$ cat config.mk
export PLATFORM = sky130hd
export DESIGN_NAME = asp_core
export DESIGN_NICKNAME = d
export VERILOG_FILES = /design/src/verilog/asp_pkg.sv /design/src/verilog/asp_core.sv
export VERILOG_INCLUDE_DIRS = /design/src /design/src/verilog
export SDC_FILE = /design/constraint.sdc
export NUM_CORES = 1
export LEC_CHECK = 0
export ABC_AREA = 1
export BUFFER_PORTS_ARGS = -buffer_cell sky130_fd_sc_hd__clkbuf_2
export CORE_MARGIN = 5
export CORE_UTILIZATION = 50
export CTS_CLUSTER_SIZE = 8
export DETAILED_ROUTE_END_ITERATION = 12
export GPL_ROUTABILITY_DRIVEN = 0
export PLACE_DENSITY_LB_ADDON = 0.1
export SLEW_MARGIN = 20
export SYNTH_ARGS = -nofsm -noshare
export SYNTH_HDL_FRONTEND = slang
export SYNTH_SLANG_ARGS = --single-unit
export TNS_END_PERCENT = 20
$ cat constraint.sdc
create_clock -name clock -period 3.4 [get_ports clock]
set_clock_uncertainty 0.05 [all_clocks]
set_input_delay 0.34 -clock clock [delete_from_list [all_inputs] [get_ports clock]]
set_output_delay 0.34 -clock clock [all_outputs]
set_load 0.05 [all_outputs]
$ cat src/verilog/asp_params.svh
`ifndef ASP_PARAMS_SVH
`define ASP_PARAMS_SVH
// Summary of operation
// each received byte moves from receive shifter into holding buffer
// seven-bit characters fill buffer bits 0..6, bit 7 reads zero
// on overrun the new character is discarded, buffer kept
// holding buffer is read-only; reset or power off force all ones
// writing the transmit shifter starts sending at once on the tx line
// transmit shifter write-only; reset, power off, tx disable set all ones
// host waits one base clock after tx enable before first write; core drops data writes until the second base tick after it
// host writes next character only after transmit done pulse
// control bit 7 gates the unit; zero resets status and data registers
// while power is off the rx line is seen as high
// bit 6 enables transmit, bit 5 receive; clearing resets that path
// bits 4:3 pick none, zero, odd or even parity
// zero parity mode never checks, never flags a parity error
// char length bit: 0 gives seven bits, 1 gives eight, both ways
// tx sends one or two stop bits; rx checks only the first
// host powers up before enabling and disables before powering down
// enabling receive while the line is low starts a reception
// enables sync to base clock; host waits two base clocks to re-enable
// host clears enables before changing parity, length or stop settings
// host always writes 1 to control bit 0
// error status read-only, upper bits zero, cleared by read or disable
// at completion flag parity mismatch, missing stop bit, unread overrun
// start-bit framed characters, transmit and receive run full duplex

// register word indices; byte address is four times the index
`define ASP_IDX_MODE 16'hff70
`define ASP_IDX_DATA 16'hff72
`define ASP_IDX_ERR  16'hff73
`define ASP_IDX_W    16

// reset values
`define ASP_MODE_RST 8'h01
`define ASP_DATA_RST 8'hff
`define ASP_ERR_RST  3'h0

// error status bit positions
`define ASP_E_PAR 2
`define ASP_E_FRM 1
`define ASP_E_OVR 0

// timing: clocks per base tick, base ticks per bit, enable sync depth
`define ASP_BASE_DIV 2
`define ASP_BIT_BASE 16
`define ASP_EN_SYNC  2
`endif

$ cat src/verilog/asp_pkg.sv
package asp_pkg;
    // mode register layout, msb first
    typedef struct packed {
        logic       power;
        logic       tx_en;
        logic       rx_en;
        logic [1:0] parity;
        logic       char8;
        logic       stop2;
        logic       fixed;
    } asp_mode_s;

    typedef enum logic [1:0] {
        ASP_PAR_NONE = 2'h0,
        ASP_PAR_ZERO = 2'h1,
        ASP_PAR_ODD  = 2'h2,
        ASP_PAR_EVEN = 2'h3
    } asp_par_e;

    // receiver states, gray along idle-start-data-parity-stop
    typedef enum logic [2:0] {
        ASP_RX_IDLE  = 3'h0,
        ASP_RX_START = 3'h1,
        ASP_RX_DATA  = 3'h3,
        ASP_RX_PAR   = 3'h2,
        ASP_RX_STOP  = 3'h6
    } asp_rx_e;
endpackage

$ cat src/verilog/asp_core.sv
// Local design decision: the Avalon-MM register port.
`timescale 1ns/1ns
`include "asp_params.svh"
module asp_core #(
    parameter int BASE_DIV = `ASP_BASE_DIV,
    parameter int BIT_BASE = `ASP_BIT_BASE
) (
    input  wire logic        clock,
    input  wire logic        rst,
    input  wire logic        ce,
    input  wire logic [17:0] address,
    input  wire logic        read,
    input  wire logic        write,
    input  wire logic [31:0] writedata,
    output logic      [31:0] readdata,
    output logic             waitrequest,
    input  wire logic        serial_rx_line,
    output logic             serial_tx_line,
    output logic             transmit_done_interrupt,
    output logic             receive_done_pulse,
    output logic             receive_error_pulse
);
    import asp_pkg::*;

    localparam int CW = $clog2(BIT_BASE + 1);
    localparam int DW = $clog2(BASE_DIV + 1);
    localparam logic [CW-1:0] BIT_END = CW'(BIT_BASE - 1);
    localparam logic [CW-1:0] HALF = CW'(BIT_BASE / 2);

    asp_mode_s       mode;
    asp_mode_s       next_mode;
    logic      [7:0] rxb;
    logic      [7:0] next_rxb;
    logic            rxb_full;
    logic            next_rxb_full;
    logic            rxb_new;
    logic            next_rxb_new;
    logic      [2:0] err;
    logic      [2:0] next_err;
    logic      [2:0] err_snap;
    logic      [2:0] next_err_snap;
    logic      [7:0] txs;
    logic      [7:0] next_txs;
    logic     [31:0] next_readdata;
    logic            next_waitrequest;

    // bus decode; an access completes on the edge where waitrequest is low
    logic [`ASP_IDX_W-1:0] idx;
    logic                  done_rd;
    logic                  done_wr;
    assign idx = address[17:2];
    assign done_rd = read && !waitrequest;
    assign done_wr = write && !waitrequest;

    // base clock divider
    logic [DW-1:0] div_cnt;
    logic [DW-1:0] next_div_cnt;
    logic          base_tick;
    assign base_tick = (div_cnt == DW'(BASE_DIV - 1));

    // enables resampled on base ticks before the paths see them
    logic [`ASP_EN_SYNC-1:0] tx_en_s;
    logic [`ASP_EN_SYNC-1:0] rx_en_s;
    logic [`ASP_EN_SYNC-1:0] next_tx_en_s;
    logic [`ASP_EN_SYNC-1:0] next_rx_en_s;
    logic                    tx_on;
    logic                    rx_on;
    assign tx_on = tx_en_s[`ASP_EN_SYNC-1] && mode.tx_en;
    assign rx_on = rx_en_s[`ASP_EN_SYNC-1] && mode.rx_en;

    // powered-off unit sees an idle line
    logic rx_line;
    assign rx_line = mode.power ? serial_rx_line : 1'b1;

    // frame builder: start, data lsb first, parity, stop bits
    function automatic logic [11:0] tx_frame(input logic [7:0] d,
                                             input asp_mode_s m);
        logic [11:0] f;
        logic        p;
        int          n;
        f = '1;
        p = 1'b0;
        n = 1;
        f[0] = 1'b0;
        for (int i = 0; i < 8; i++) begin
            if (i < 7 || m.char8) begin
                f[n] = d[i];
                p = p ^ d[i];
                n = n + 1;
            end
        end
        case (m.parity)
            ASP_PAR_ZERO: f[n] = 1'b0;
            ASP_PAR_ODD:  f[n] = ~p;
            ASP_PAR_EVEN: f[n] = p;
            default:      f[n] = 1'b1;
        endcase
        return f;
    endfunction

    // bits in a frame incl. start and stop
    function automatic logic [3:0] tx_len(input asp_mode_s m);
        logic [3:0] l;
        l = m.char8 ? 4'h a : 4'h9;
        if (m.parity != ASP_PAR_NONE) begin
            l = l + 4'h1;
        end
        if (m.stop2) begin
            l = l + 4'h1;
        end
        return l;
    endfunction

    // register file and bus answer
    always_comb begin
        next_mode = mode;
        next_waitrequest = !((read || write) && waitrequest);
        next_readdata = readdata;
        next_err_snap = err_snap;
        if ((read || write) && waitrequest) begin
            next_readdata = '0;
            if (read) begin
                case (idx)
                    `ASP_IDX_MODE: next_readdata[7:0] = mode;
                    `ASP_IDX_ERR:  next_readdata[2:0] = err;
                    `ASP_IDX_DATA: next_readdata[7:0] = rxb;
                    default:       next_readdata = '0;
                endcase
            end
            next_err_snap = err;
        end
        if (done_wr && idx == `ASP_IDX_MODE) begin
            next_mode = writedata[7:0];
        end
    end

    always_ff @(posedge clock) begin
        if (rst) begin
            mode <= `ASP_MODE_RST;
            waitrequest <= 1'b1;
            readdata <= '0;
            err_snap <= '0;
        end else if (ce) begin
            mode <= next_mode;
            waitrequest <= next_waitrequest;
            readdata <= next_readdata;
            err_snap <= next_err_snap;
        end
    end

    // base tick and enable sampling; power off holds them cleared
    always_comb begin
        next_div_cnt = base_tick ? '0 : div_cnt + DW'(1);
        next_tx_en_s = tx_en_s;
        next_rx_en_s = rx_en_s;
        if (base_tick) begin
            next_tx_en_s = {tx_en_s[`ASP_EN_SYNC-2:0], mode.tx_en};
            next_rx_en_s = {rx_en_s[`ASP_EN_SYNC-2:0], mode.rx_en};
        end
        if (!mode.power) begin
            next_div_cnt = '0;
            next_tx_en_s = '0;
            next_rx_en_s = '0;
        end
    end

    always_ff @(posedge clock) begin
        if (rst) begin
            div_cnt <= '0;
            tx_en_s <= '0;
            rx_en_s <= '0;
        end else if (ce) begin
            div_cnt <= next_div_cnt;
            tx_en_s <= next_tx_en_s;
            rx_en_s <= next_rx_en_s;
        end
    end

    // transmitter
    logic          tx_busy;
    logic          next_tx_busy;
    logic [11:0]   tx_shift;
    logic [11:0]   next_tx_shift;
    logic [3:0]    tx_left;
    logic [3:0]    next_tx_left;
    logic [CW-1:0] tx_cnt;
    logic [CW-1:0] next_tx_cnt;
    logic          next_tx_line;
    logic          next_tx_done;
    logic          tx_load;
    // a write during a frame is dropped rather than corrupting it
    assign tx_load = done_wr && idx == `ASP_IDX_DATA && tx_on && !tx_busy;

    always_comb begin
        next_txs = txs;
        next_tx_busy = tx_busy;
        next_tx_shift = tx_shift;
        next_tx_left = tx_left;
        next_tx_cnt = tx_cnt;
        next_tx_done = 1'b0;
        if (tx_load) begin
            next_txs = writedata[7:0];
            next_tx_shift = tx_frame(writedata[7:0], mode);
            next_tx_left = tx_len(mode);
            next_tx_cnt = '0;
            next_tx_busy = 1'b1;
        end else if (tx_busy && base_tick) begin
            next_tx_cnt = tx_cnt + CW'(1);
            if (tx_cnt == BIT_END) begin
                next_tx_cnt = '0;
                next_tx_shift = {1'b1, tx_shift[11:1]};
                next_tx_left = tx_left - 4'h1;
                if (tx_left == 4'h1) begin
                    next_tx_busy = 1'b0;
                    next_tx_done = 1'b1;
                end
            end
        end
        if (!tx_on || !mode.power) begin
            next_tx_busy = 1'b0;
            next_tx_done = 1'b0;
        end
        if (!mode.tx_en || !mode.power) begin
            next_txs = `ASP_DATA_RST;
        end
        next_tx_line = next_tx_busy ? next_tx_shift[0] : 1'b1;
    end

    always_ff @(posedge clock) begin
        if (rst) begin
            txs <= `ASP_DATA_RST;
            tx_busy <= 1'b0;
            tx_shift <= '1;
            tx_left <= '0;
            tx_cnt <= '0;
            serial_tx_line <= 1'b1;
            transmit_done_interrupt <= 1'b0;
        end else if (ce) begin
            txs <= next_txs;
            tx_busy <= next_tx_busy;
            tx_shift <= next_tx_shift;
            tx_left <= next_tx_left;
            tx_cnt <= next_tx_cnt;
            serial_tx_line <= next_tx_line;
            transmit_done_interrupt <= next_tx_done;
        end
    end

    // receiver
    asp_rx_e       rx_st;
    asp_rx_e       next_rx_st;
    logic [CW-1:0] rx_cnt;
    logic [CW-1:0] next_rx_cnt;
    logic [3:0]    rx_bits;
    logic [3:0]    next_rx_bits;
    logic [7:0]    rx_data;
    logic [7:0]    next_rx_data;
    logic          rx_par;
    logic          next_rx_par;
    logic          rx_end;
    logic          rx_store;
    logic          next_rx_done;
    logic          next_rx_err;
    logic [2:0]    rx_set;
    logic [7:0]    rx_char;
    logic          rx_mid;
    assign rx_mid = base_tick && rx_cnt == BIT_END;
    // seven-bit data ends up in the top bits of the shifter
    assign rx_char = mode.char8 ? rx_data : {1'b0, rx_data[7:1]};

    always_comb begin
        next_rx_st = rx_st;
        next_rx_cnt = rx_cnt;
        next_rx_bits = rx_bits;
        next_rx_data = rx_data;
        next_rx_par = rx_par;
        rx_end = 1'b0;
        if (base_tick) begin
            next_rx_cnt = rx_cnt + CW'(1);
        end
        case (rx_st)
            ASP_RX_IDLE: begin
                next_rx_cnt = '0;
                if (base_tick && !rx_line) begin
                    next_rx_st = ASP_RX_START;
                    next_rx_cnt = CW'(1);
                end
            end
            ASP_RX_START: begin
                if (base_tick && rx_cnt == HALF) begin
                    next_rx_cnt = '0;
                    next_rx_bits = '0;
                    next_rx_st = rx_line ? ASP_RX_IDLE : ASP_RX_DATA;
                end
            end
            ASP_RX_DATA: begin
                if (rx_mid) begin
                    next_rx_cnt = '0;
                    next_rx_data = {rx_line, rx_data[7:1]};
                    next_rx_bits = rx_bits + 4'h1;
                    if (rx_bits == (mode.char8 ? 4'h7 : 4'h6)) begin
                        next_rx_st = (mode.parity == ASP_PAR_NONE) ?
                                     ASP_RX_STOP : ASP_RX_PAR;
                    end
                end
            end
            ASP_RX_PAR: begin
                if (rx_mid) begin
                    next_rx_cnt = '0;
                    next_rx_par = rx_line;
                    next_rx_st = ASP_RX_STOP;
                end
            end
            ASP_RX_STOP: begin
                if (rx_mid) begin
                    rx_end = 1'b1;
                    next_rx_st = ASP_RX_IDLE;
                end
            end
            default: next_rx_st = ASP_RX_IDLE;
        endcase
        if (!rx_on || !mode.power) begin
            next_rx_st = ASP_RX_IDLE;
            rx_end = 1'b0;
        end
    end

    // completion flags and holding buffer update
    always_comb begin
        rx_set = '0;
        rx_set[`ASP_E_FRM] = rx_end && !rx_line;
        // parity checked only in odd or even mode
        rx_set[`ASP_E_PAR] = rx_end && mode.parity[1] &&
                             ((^rx_char ^ rx_par) == mode.parity[0]);
        rx_set[`ASP_E_OVR] = rx_end && rxb_full;
        rx_store = rx_end && !rxb_full;
        next_rx_done = rx_store;
        next_rx_err = |rx_set;
        next_rxb = rxb;
        next_rxb_full = rxb_full;
        next_rxb_new = rxb_new;
        if ((read || write) && waitrequest) begin
            next_rxb_new = 1'b0;
        end
        if (done_rd && idx == `ASP_IDX_DATA && !rxb_new) begin
            next_rxb_full = 1'b0;
        end
        // snapshot clear; a flag set in the same cycle survives
        next_err = err;
        if (done_rd && idx == `ASP_IDX_ERR) begin
            next_err = err & ~err_snap;
        end
        next_err = next_err | rx_set;
        if (rx_store) begin
            next_rxb = rx_char;
            next_rxb_full = 1'b1;
            next_rxb_new = 1'b1;
        end
        if (!mode.rx_en) begin
            next_err = `ASP_ERR_RST;
            next_rxb_full = 1'b0;
        end
        if (!mode.power) begin
            next_rxb = `ASP_DATA_RST;
            next_err = `ASP_ERR_RST;
            next_rxb_full = 1'b0;
        end
    end

    always_ff @(posedge clock) begin
        if (rst) begin
            rx_st <= ASP_RX_IDLE;
            rx_cnt <= '0;
            rx_bits <= '0;
            rx_data <= '0;
            rx_par <= 1'b0;
            rxb <= `ASP_DATA_RST;
            rxb_full <= 1'b0;
            rxb_new <= 1'b0;
            err <= `ASP_ERR_RST;
            receive_done_pulse <= 1'b0;
            receive_error_pulse <= 1'b0;
        end else if (ce) begin
            rx_st <= next_rx_st;
            rx_cnt <= next_rx_cnt;
            rx_bits <= next_rx_bits;
            rx_data <= next_rx_data;
            rx_par <= next_rx_par;
            rxb <= next_rxb;
            rxb_full <= next_rxb_full;
            rxb_new <= next_rxb_new;
            err <= next_err;
            receive_done_pulse <= next_rx_done;
            receive_error_pulse <= next_rx_err;
        end
    end
endmodule

# == Yosys cells after proc, flatten, opt, wreduce, memory -nomap -nowiden ==
# Cells that the tools add are included.
# totals
output_inout_bits,37
reg_bits,110
wordCells,287
# classes
n_mux,120
n_reduce_logical,63
addsub,14
n_lt_le_gt_ge,16
bitwise_logic,15
n_eq_ne,28
# ops
op,count
$mux 32,9
$ge 32x1->1 const B,8
$lt 32x6->1 const B,8
$add 32x2->32 const B,7
$mux 12,11
$bwmux 12,9
$eq 16x16->1 const B,3
$mux 1,40
$pmux 12 s3,1
$mux 3,11
$demux 1 s4,8
$mux 4,8
$mux 8,4
$mux 5,6
$logic_and 1x1->1,29
$ne 3x3->1 const B,6
$mux 2,8
$eq 5x4->1 const B,3
$pmux 3 s5,1
$pmux 5 s3,1
$reduce_and 2->1,7
$add 4x1->4 const B,3
$and 12x12->12,1
$not 12->12,1
34 further kinds,63

# == Logic depth before layout (Yosys ltp) ==
# depth
depth_word,30
mapped_depth,16
ltp_nobuf,15

# == Worst setup path before layout ==
# No wires, ideal clock.
# synth_timing
kind,register to register
start,register rx_cnt[0]
end,register rxb[0]
setup_slack_ps,1655
required_ps,3195
setup_ps,155
arrival_ps,1540
path_stages_with_launch,10
period_less_slack_ps,1745
path_cell_list,dfxtp_1 -> ha_1 -> nand2_1 -> nor2_1 -> ha_1 -> nand2_1 -> nor3_1 -> nand3_1 -> o21ai_1 -> o221ai_1
# synth_between
elab_chain_len,8
# synth_lines
element,line,source
"start, declared",asp_core.sv:252,logic [CW-1:0] rx_cnt;
"start signal, assigned",asp_core.sv:385,rx_cnt <= next_rx_cnt;
$eq 5x4->1,asp_core.sv:267,assign rx_mid = base_tick && rx_cnt == BIT_END;
$logic_and 1x1->1,asp_core.sv:267,
$mux 1,asp_core.sv:315,if (rx_mid) begin
$mux 1,asp_core.sv:281,case (rx_st)
$mux 1,asp_core.sv:322,if (!rx_on || !mode.power) begin
$logic_and 1x1->1,asp_core.sv:336,rx_store = rx_end && !rxb_full;
$ne 2x1->1 (no source line),-,
$reduce_and 2->1 (no source line),-,
"end signal, assigned",asp_core.sv:377,rxb <= `ASP_DATA_RST;
"end signal, assigned",asp_core.sv:389,rxb <= next_rxb;
"end, declared",asp_core.sv:32,logic [7:0] rxb;
# Every way passes these cells.
# A chain may end at the register's enable or synchronous reset.

# == Worst setup path after layout ==
# layout_timing
start,register rx_cnt[0]
end,register rxb[4]
# Same word-level chain as after synthesis.

==> flow_summary_export.csv <==
group,metric,value,unit
power_and_ir_drop,p_seq_share,50.1,%
power_and_ir_drop,combPwrFrac,10.0,%
floorplan,fp.dieH,108.4,um
floorplan,core_area,9594,um^2
yosys,synth_top_area_share,35.56,%
critical_path,r2r_start,"rx_cnt[0]$_SDFFE_PP0P_",
yosys,syn_inst,705,
yosys,synth_flop_cell,"dfxtp_1",
critical_path,crit_required,3.56,ns
placement,dp_cells,864,
critical_path,worst_setup_path_start_kind,"flop",
yosys,synthTopCellsByArea,"dfxtp_1, nand2_1, inv_1",
placement,io_buffers,42,
timing,final_max_slew_viol_count,0,
timing,finalHoldViolCount,0,
critical_path,r2r-end,"rxb[4]$_SDFFE_PP1P_",
yosys,yosysUniqueCellTypes,48,
cts,insertion_delay,0.37,ns
outcome,status,"completed",
critical_path,cpPeakStageDelay,0.45,ns
grt,antenna_found_initial,0,
grt,grt_max_degree,40,
floorplan,initial_core_util,50.47,%
power_and_ir_drop,netSwitchingPower,0.5678,mW
cells_and_area,nets,807,
cts,cts_buffers,9,
power_and_ir_drop,power.density,388.9,nW/um^2
placement,place_area,5049,um^2
worst_hold_path,min_from,"writedata[2]",
critical_path,worstSetupPathType,"reg -> reg",
power_and_ir_drop,ir_worst_vdd,0.1883,mV
route,vias_per_cell,5.172,
cts,cts_root_buf,"clkbuf_8",
power_and_ir_drop,clkPwrFrac,39.9,%
worst_hold_path,hp-class,"in -> reg",
power_and_ir_drop,total_power,2.049,mW
route,dr.pass1.iters,5,
critical_path,endpoint_kind,"flop",
timing,whs,0.2191,ns
placement,dpl.hpwl,8883,um
timing,fmax,398.7,MHz
yosys,synth_top_area_cell,"dfxtp_1",
critical_path,path_cells,"ha_1, nand2_1, nor2_1, ha_1, nand2_1, nor3_1, nand3_1, o21ai_1, o221ai_1",
floorplan,die_area,11750,um^2
route,avgRoutedWirePerCell,13.47,um
yosys,synth_seq_cells,86,
route,drt.antenna.violating_nets,0,
cts,cts_resized,0,
yosys,async_flop_share,0,%
cells_and_area,design_area,5269,um^2
critical_path,ff2ff_path_depth,9,
cells_and_area,final_layout_size_suffix_gt1_share,12.18,%
worst_hold_path,min_path_cells,3,
grt,first_global_vias,4150,
route,drtIter0Drc,292,
cts,htreeDepth,3,
cts,clkTransAtPathRegs,0.09,ns
floorplan,io_pins,93,
route,vias,4551,
timing,slew_headroom,49.34,%
critical_path,cp_max_fo,12,
grt,grt_pass1_wl,19550,um
cts,clk_path_buf_depth,2,
grt,grt-ovfl-total,0,
timing,finalSetupViolCount,0,
flow_run,max-cap-violations,0,
floorplan,rows,36,
timing,setup_tns,0,ns
route,drc,0,
critical_path,cp_slowest_cell,"o21ai_1",
power_and_ir_drop,p_sw_share,27.71,%
critical_path,crit_arrival,2.67,ns
timing,period_share,73.77,%
floorplan,die_x,108.4,um
yosys,synth_edf_count,0,
cells_and_area,syn_to_final_growth,8.811,%
timing,post-route-min-period,2.508,ns
route,drt_wl_total,11860,um
yosys,syn_area,4842,um^2
cts,post_cts_buffers,0,
timing,tightest_slew,0.7591,ns
cts,cts_hold_buf,0,
cells_and_area,diodes,0,
cts,cts.sinks,86,
power_and_ir_drop,p_leak,2.363,nW
timing,rsz0062_at_grt,"false",
yosys,yosysSeqAreaShare,35.56,%
critical_path,reg2reg_slack,0.89,ns
power_and_ir_drop,p_int,1.481,mW
yosys,ys_warn_count,0,
cells_and_area,fin_cells,880,
cts,cts_tree,"done",
yosys,syn_area_per_cell,6.868,um^2
grt,groute.usage.overall,20.86,%
worst_hold_path,worstHoldEndpoint,"mode[2]$_SDFFE_PP0P_",
==> critical path: cells and delay by family (launching register included) <==
kind / cells / cell delay, ns
AO/OA/AOI/OAI: 2 / 0.62
adder cells (fa/ha/maj): 2 / 0.33
flip-flops: 1 / 0.38
AND/OR/NAND/NOR: 5 / 0.96
==> power by group through the flow <==
stage          clock network (mW)  logic, mW  registers, mW
4_1_cts                     0.831      0.204           1.03
2_1_floorplan                   0      0.169           1.05
6_report                    0.817      0.206           1.03
3_3_place_gp                    0      0.199           1.05
5_1_grt                     0.882      0.226           1.03
3_5_place_dp                    0      0.203           1.05
==> kinds of logic (layout without fill, tap and decap cells) <==
kind of cell               Yosys count  after routing  synth area share, %
and+or+nand+nor                    318            318                29.84
AOI/OAI and AO/OA                  145            145                17.55
buffers and inverters              140            159                13.57
DFF                                 86             86                35.56
adders and majority gates            9              9                2.326
xor gates and xnor gates             6              6                1.085
other                                1             24              0.07745
==> metrics by stage <==
| step | utilization (%) | setup WS, ns |
|---|---|---|
| after floorplan | - | 1.655 |
| after CTS | 54.92 | 0.8923 |
| after detailed placement | 52.62 | 0.9024 |
| final | 54.92 | 0.8918 |
| after global placement | 52.62 | 0.9971 |
| after global routing | 54.92 | 0.5980 |
==> state kept, by name, summed over array words and instances (netlist names), 3 cells and up <==
name,flops
rx_bits,4
rx_st,3
rx_data,8
tx_cnt,5
readdata,8
err,3
rx_cnt,5
rxb,8
tx_left,4
mode,8
tx_shift,12
err_snap,3
==> Yosys cell counts (9+ instances only) <==
cell type	number
a21oi_1	55
dfxtp_1	86
buf_4	25
inv_1	86
nand3_1	42
o21ai_0	38
ha_1	9
nor2_1	54
a211oi_1	10
nand2_1	181
o22ai_1	11
nand4_1	14
clkbuf_1	10
==> placed cells by master (no fill, tap or decap), types with 10 or more instances in the layout <==
master and count:
inv_1 86, conb_1 24, o22ai_1 11, clkbuf_2 42, dfxtp_1 86, o21ai_0 38, nor2_1 54, nand4_1 14
a211oi_1 10, a21oi_1 55, nand2_1 181, nand3_1 42
==> layout make-up <==
cell class              count  area, um^2
repair buffers             46       240.2
clock inverters             7       96.34
clock buffers               9       123.9
well taps                 133       166.4
fillers                   963        4325
multi-input cells         502        2550
flip-flops and latches     86        1722
inverters                  97       370.4
==> per-layer routing <==
metal  share of wire, %  up-vias  track usage, %
li1                   -     2359               -
met1                 47     2078           27.94
met2                 46      104           34.73
met3                5.2       10           4.239
met4               0.83        0           4.509
met5                  0        -               0
==> how the worst max path moves through the flow <==
stage                            from                  end  slack (ns)  cells past startpoint
3_5_place_dp   rx_cnt[0]$_SDFFE_PP0P_  rxb[0]$_SDFFE_PP1P_        0.90                      9
6_report       rx_cnt[0]$_SDFFE_PP0P_  rxb[4]$_SDFFE_PP1P_        0.89                      9
4_1_cts        rx_cnt[0]$_SDFFE_PP0P_  rxb[7]$_SDFFE_PP1P_        0.89                      9
2_1_floorplan  rx_cnt[0]$_SDFFE_PP0P_  rxb[0]$_SDFFE_PP1P_        1.66                      9
3_3_place_gp   rx_cnt[0]$_SDFFE_PP0P_  rxb[0]$_SDFFE_PP1P_         1.0                      9
5_1_grt        rx_cnt[0]$_SDFFE_PP0P_  rxb[7]$_SDFFE_PP1P_        0.60                      9
Note: power is estimated with default switching activity, not from simulation.
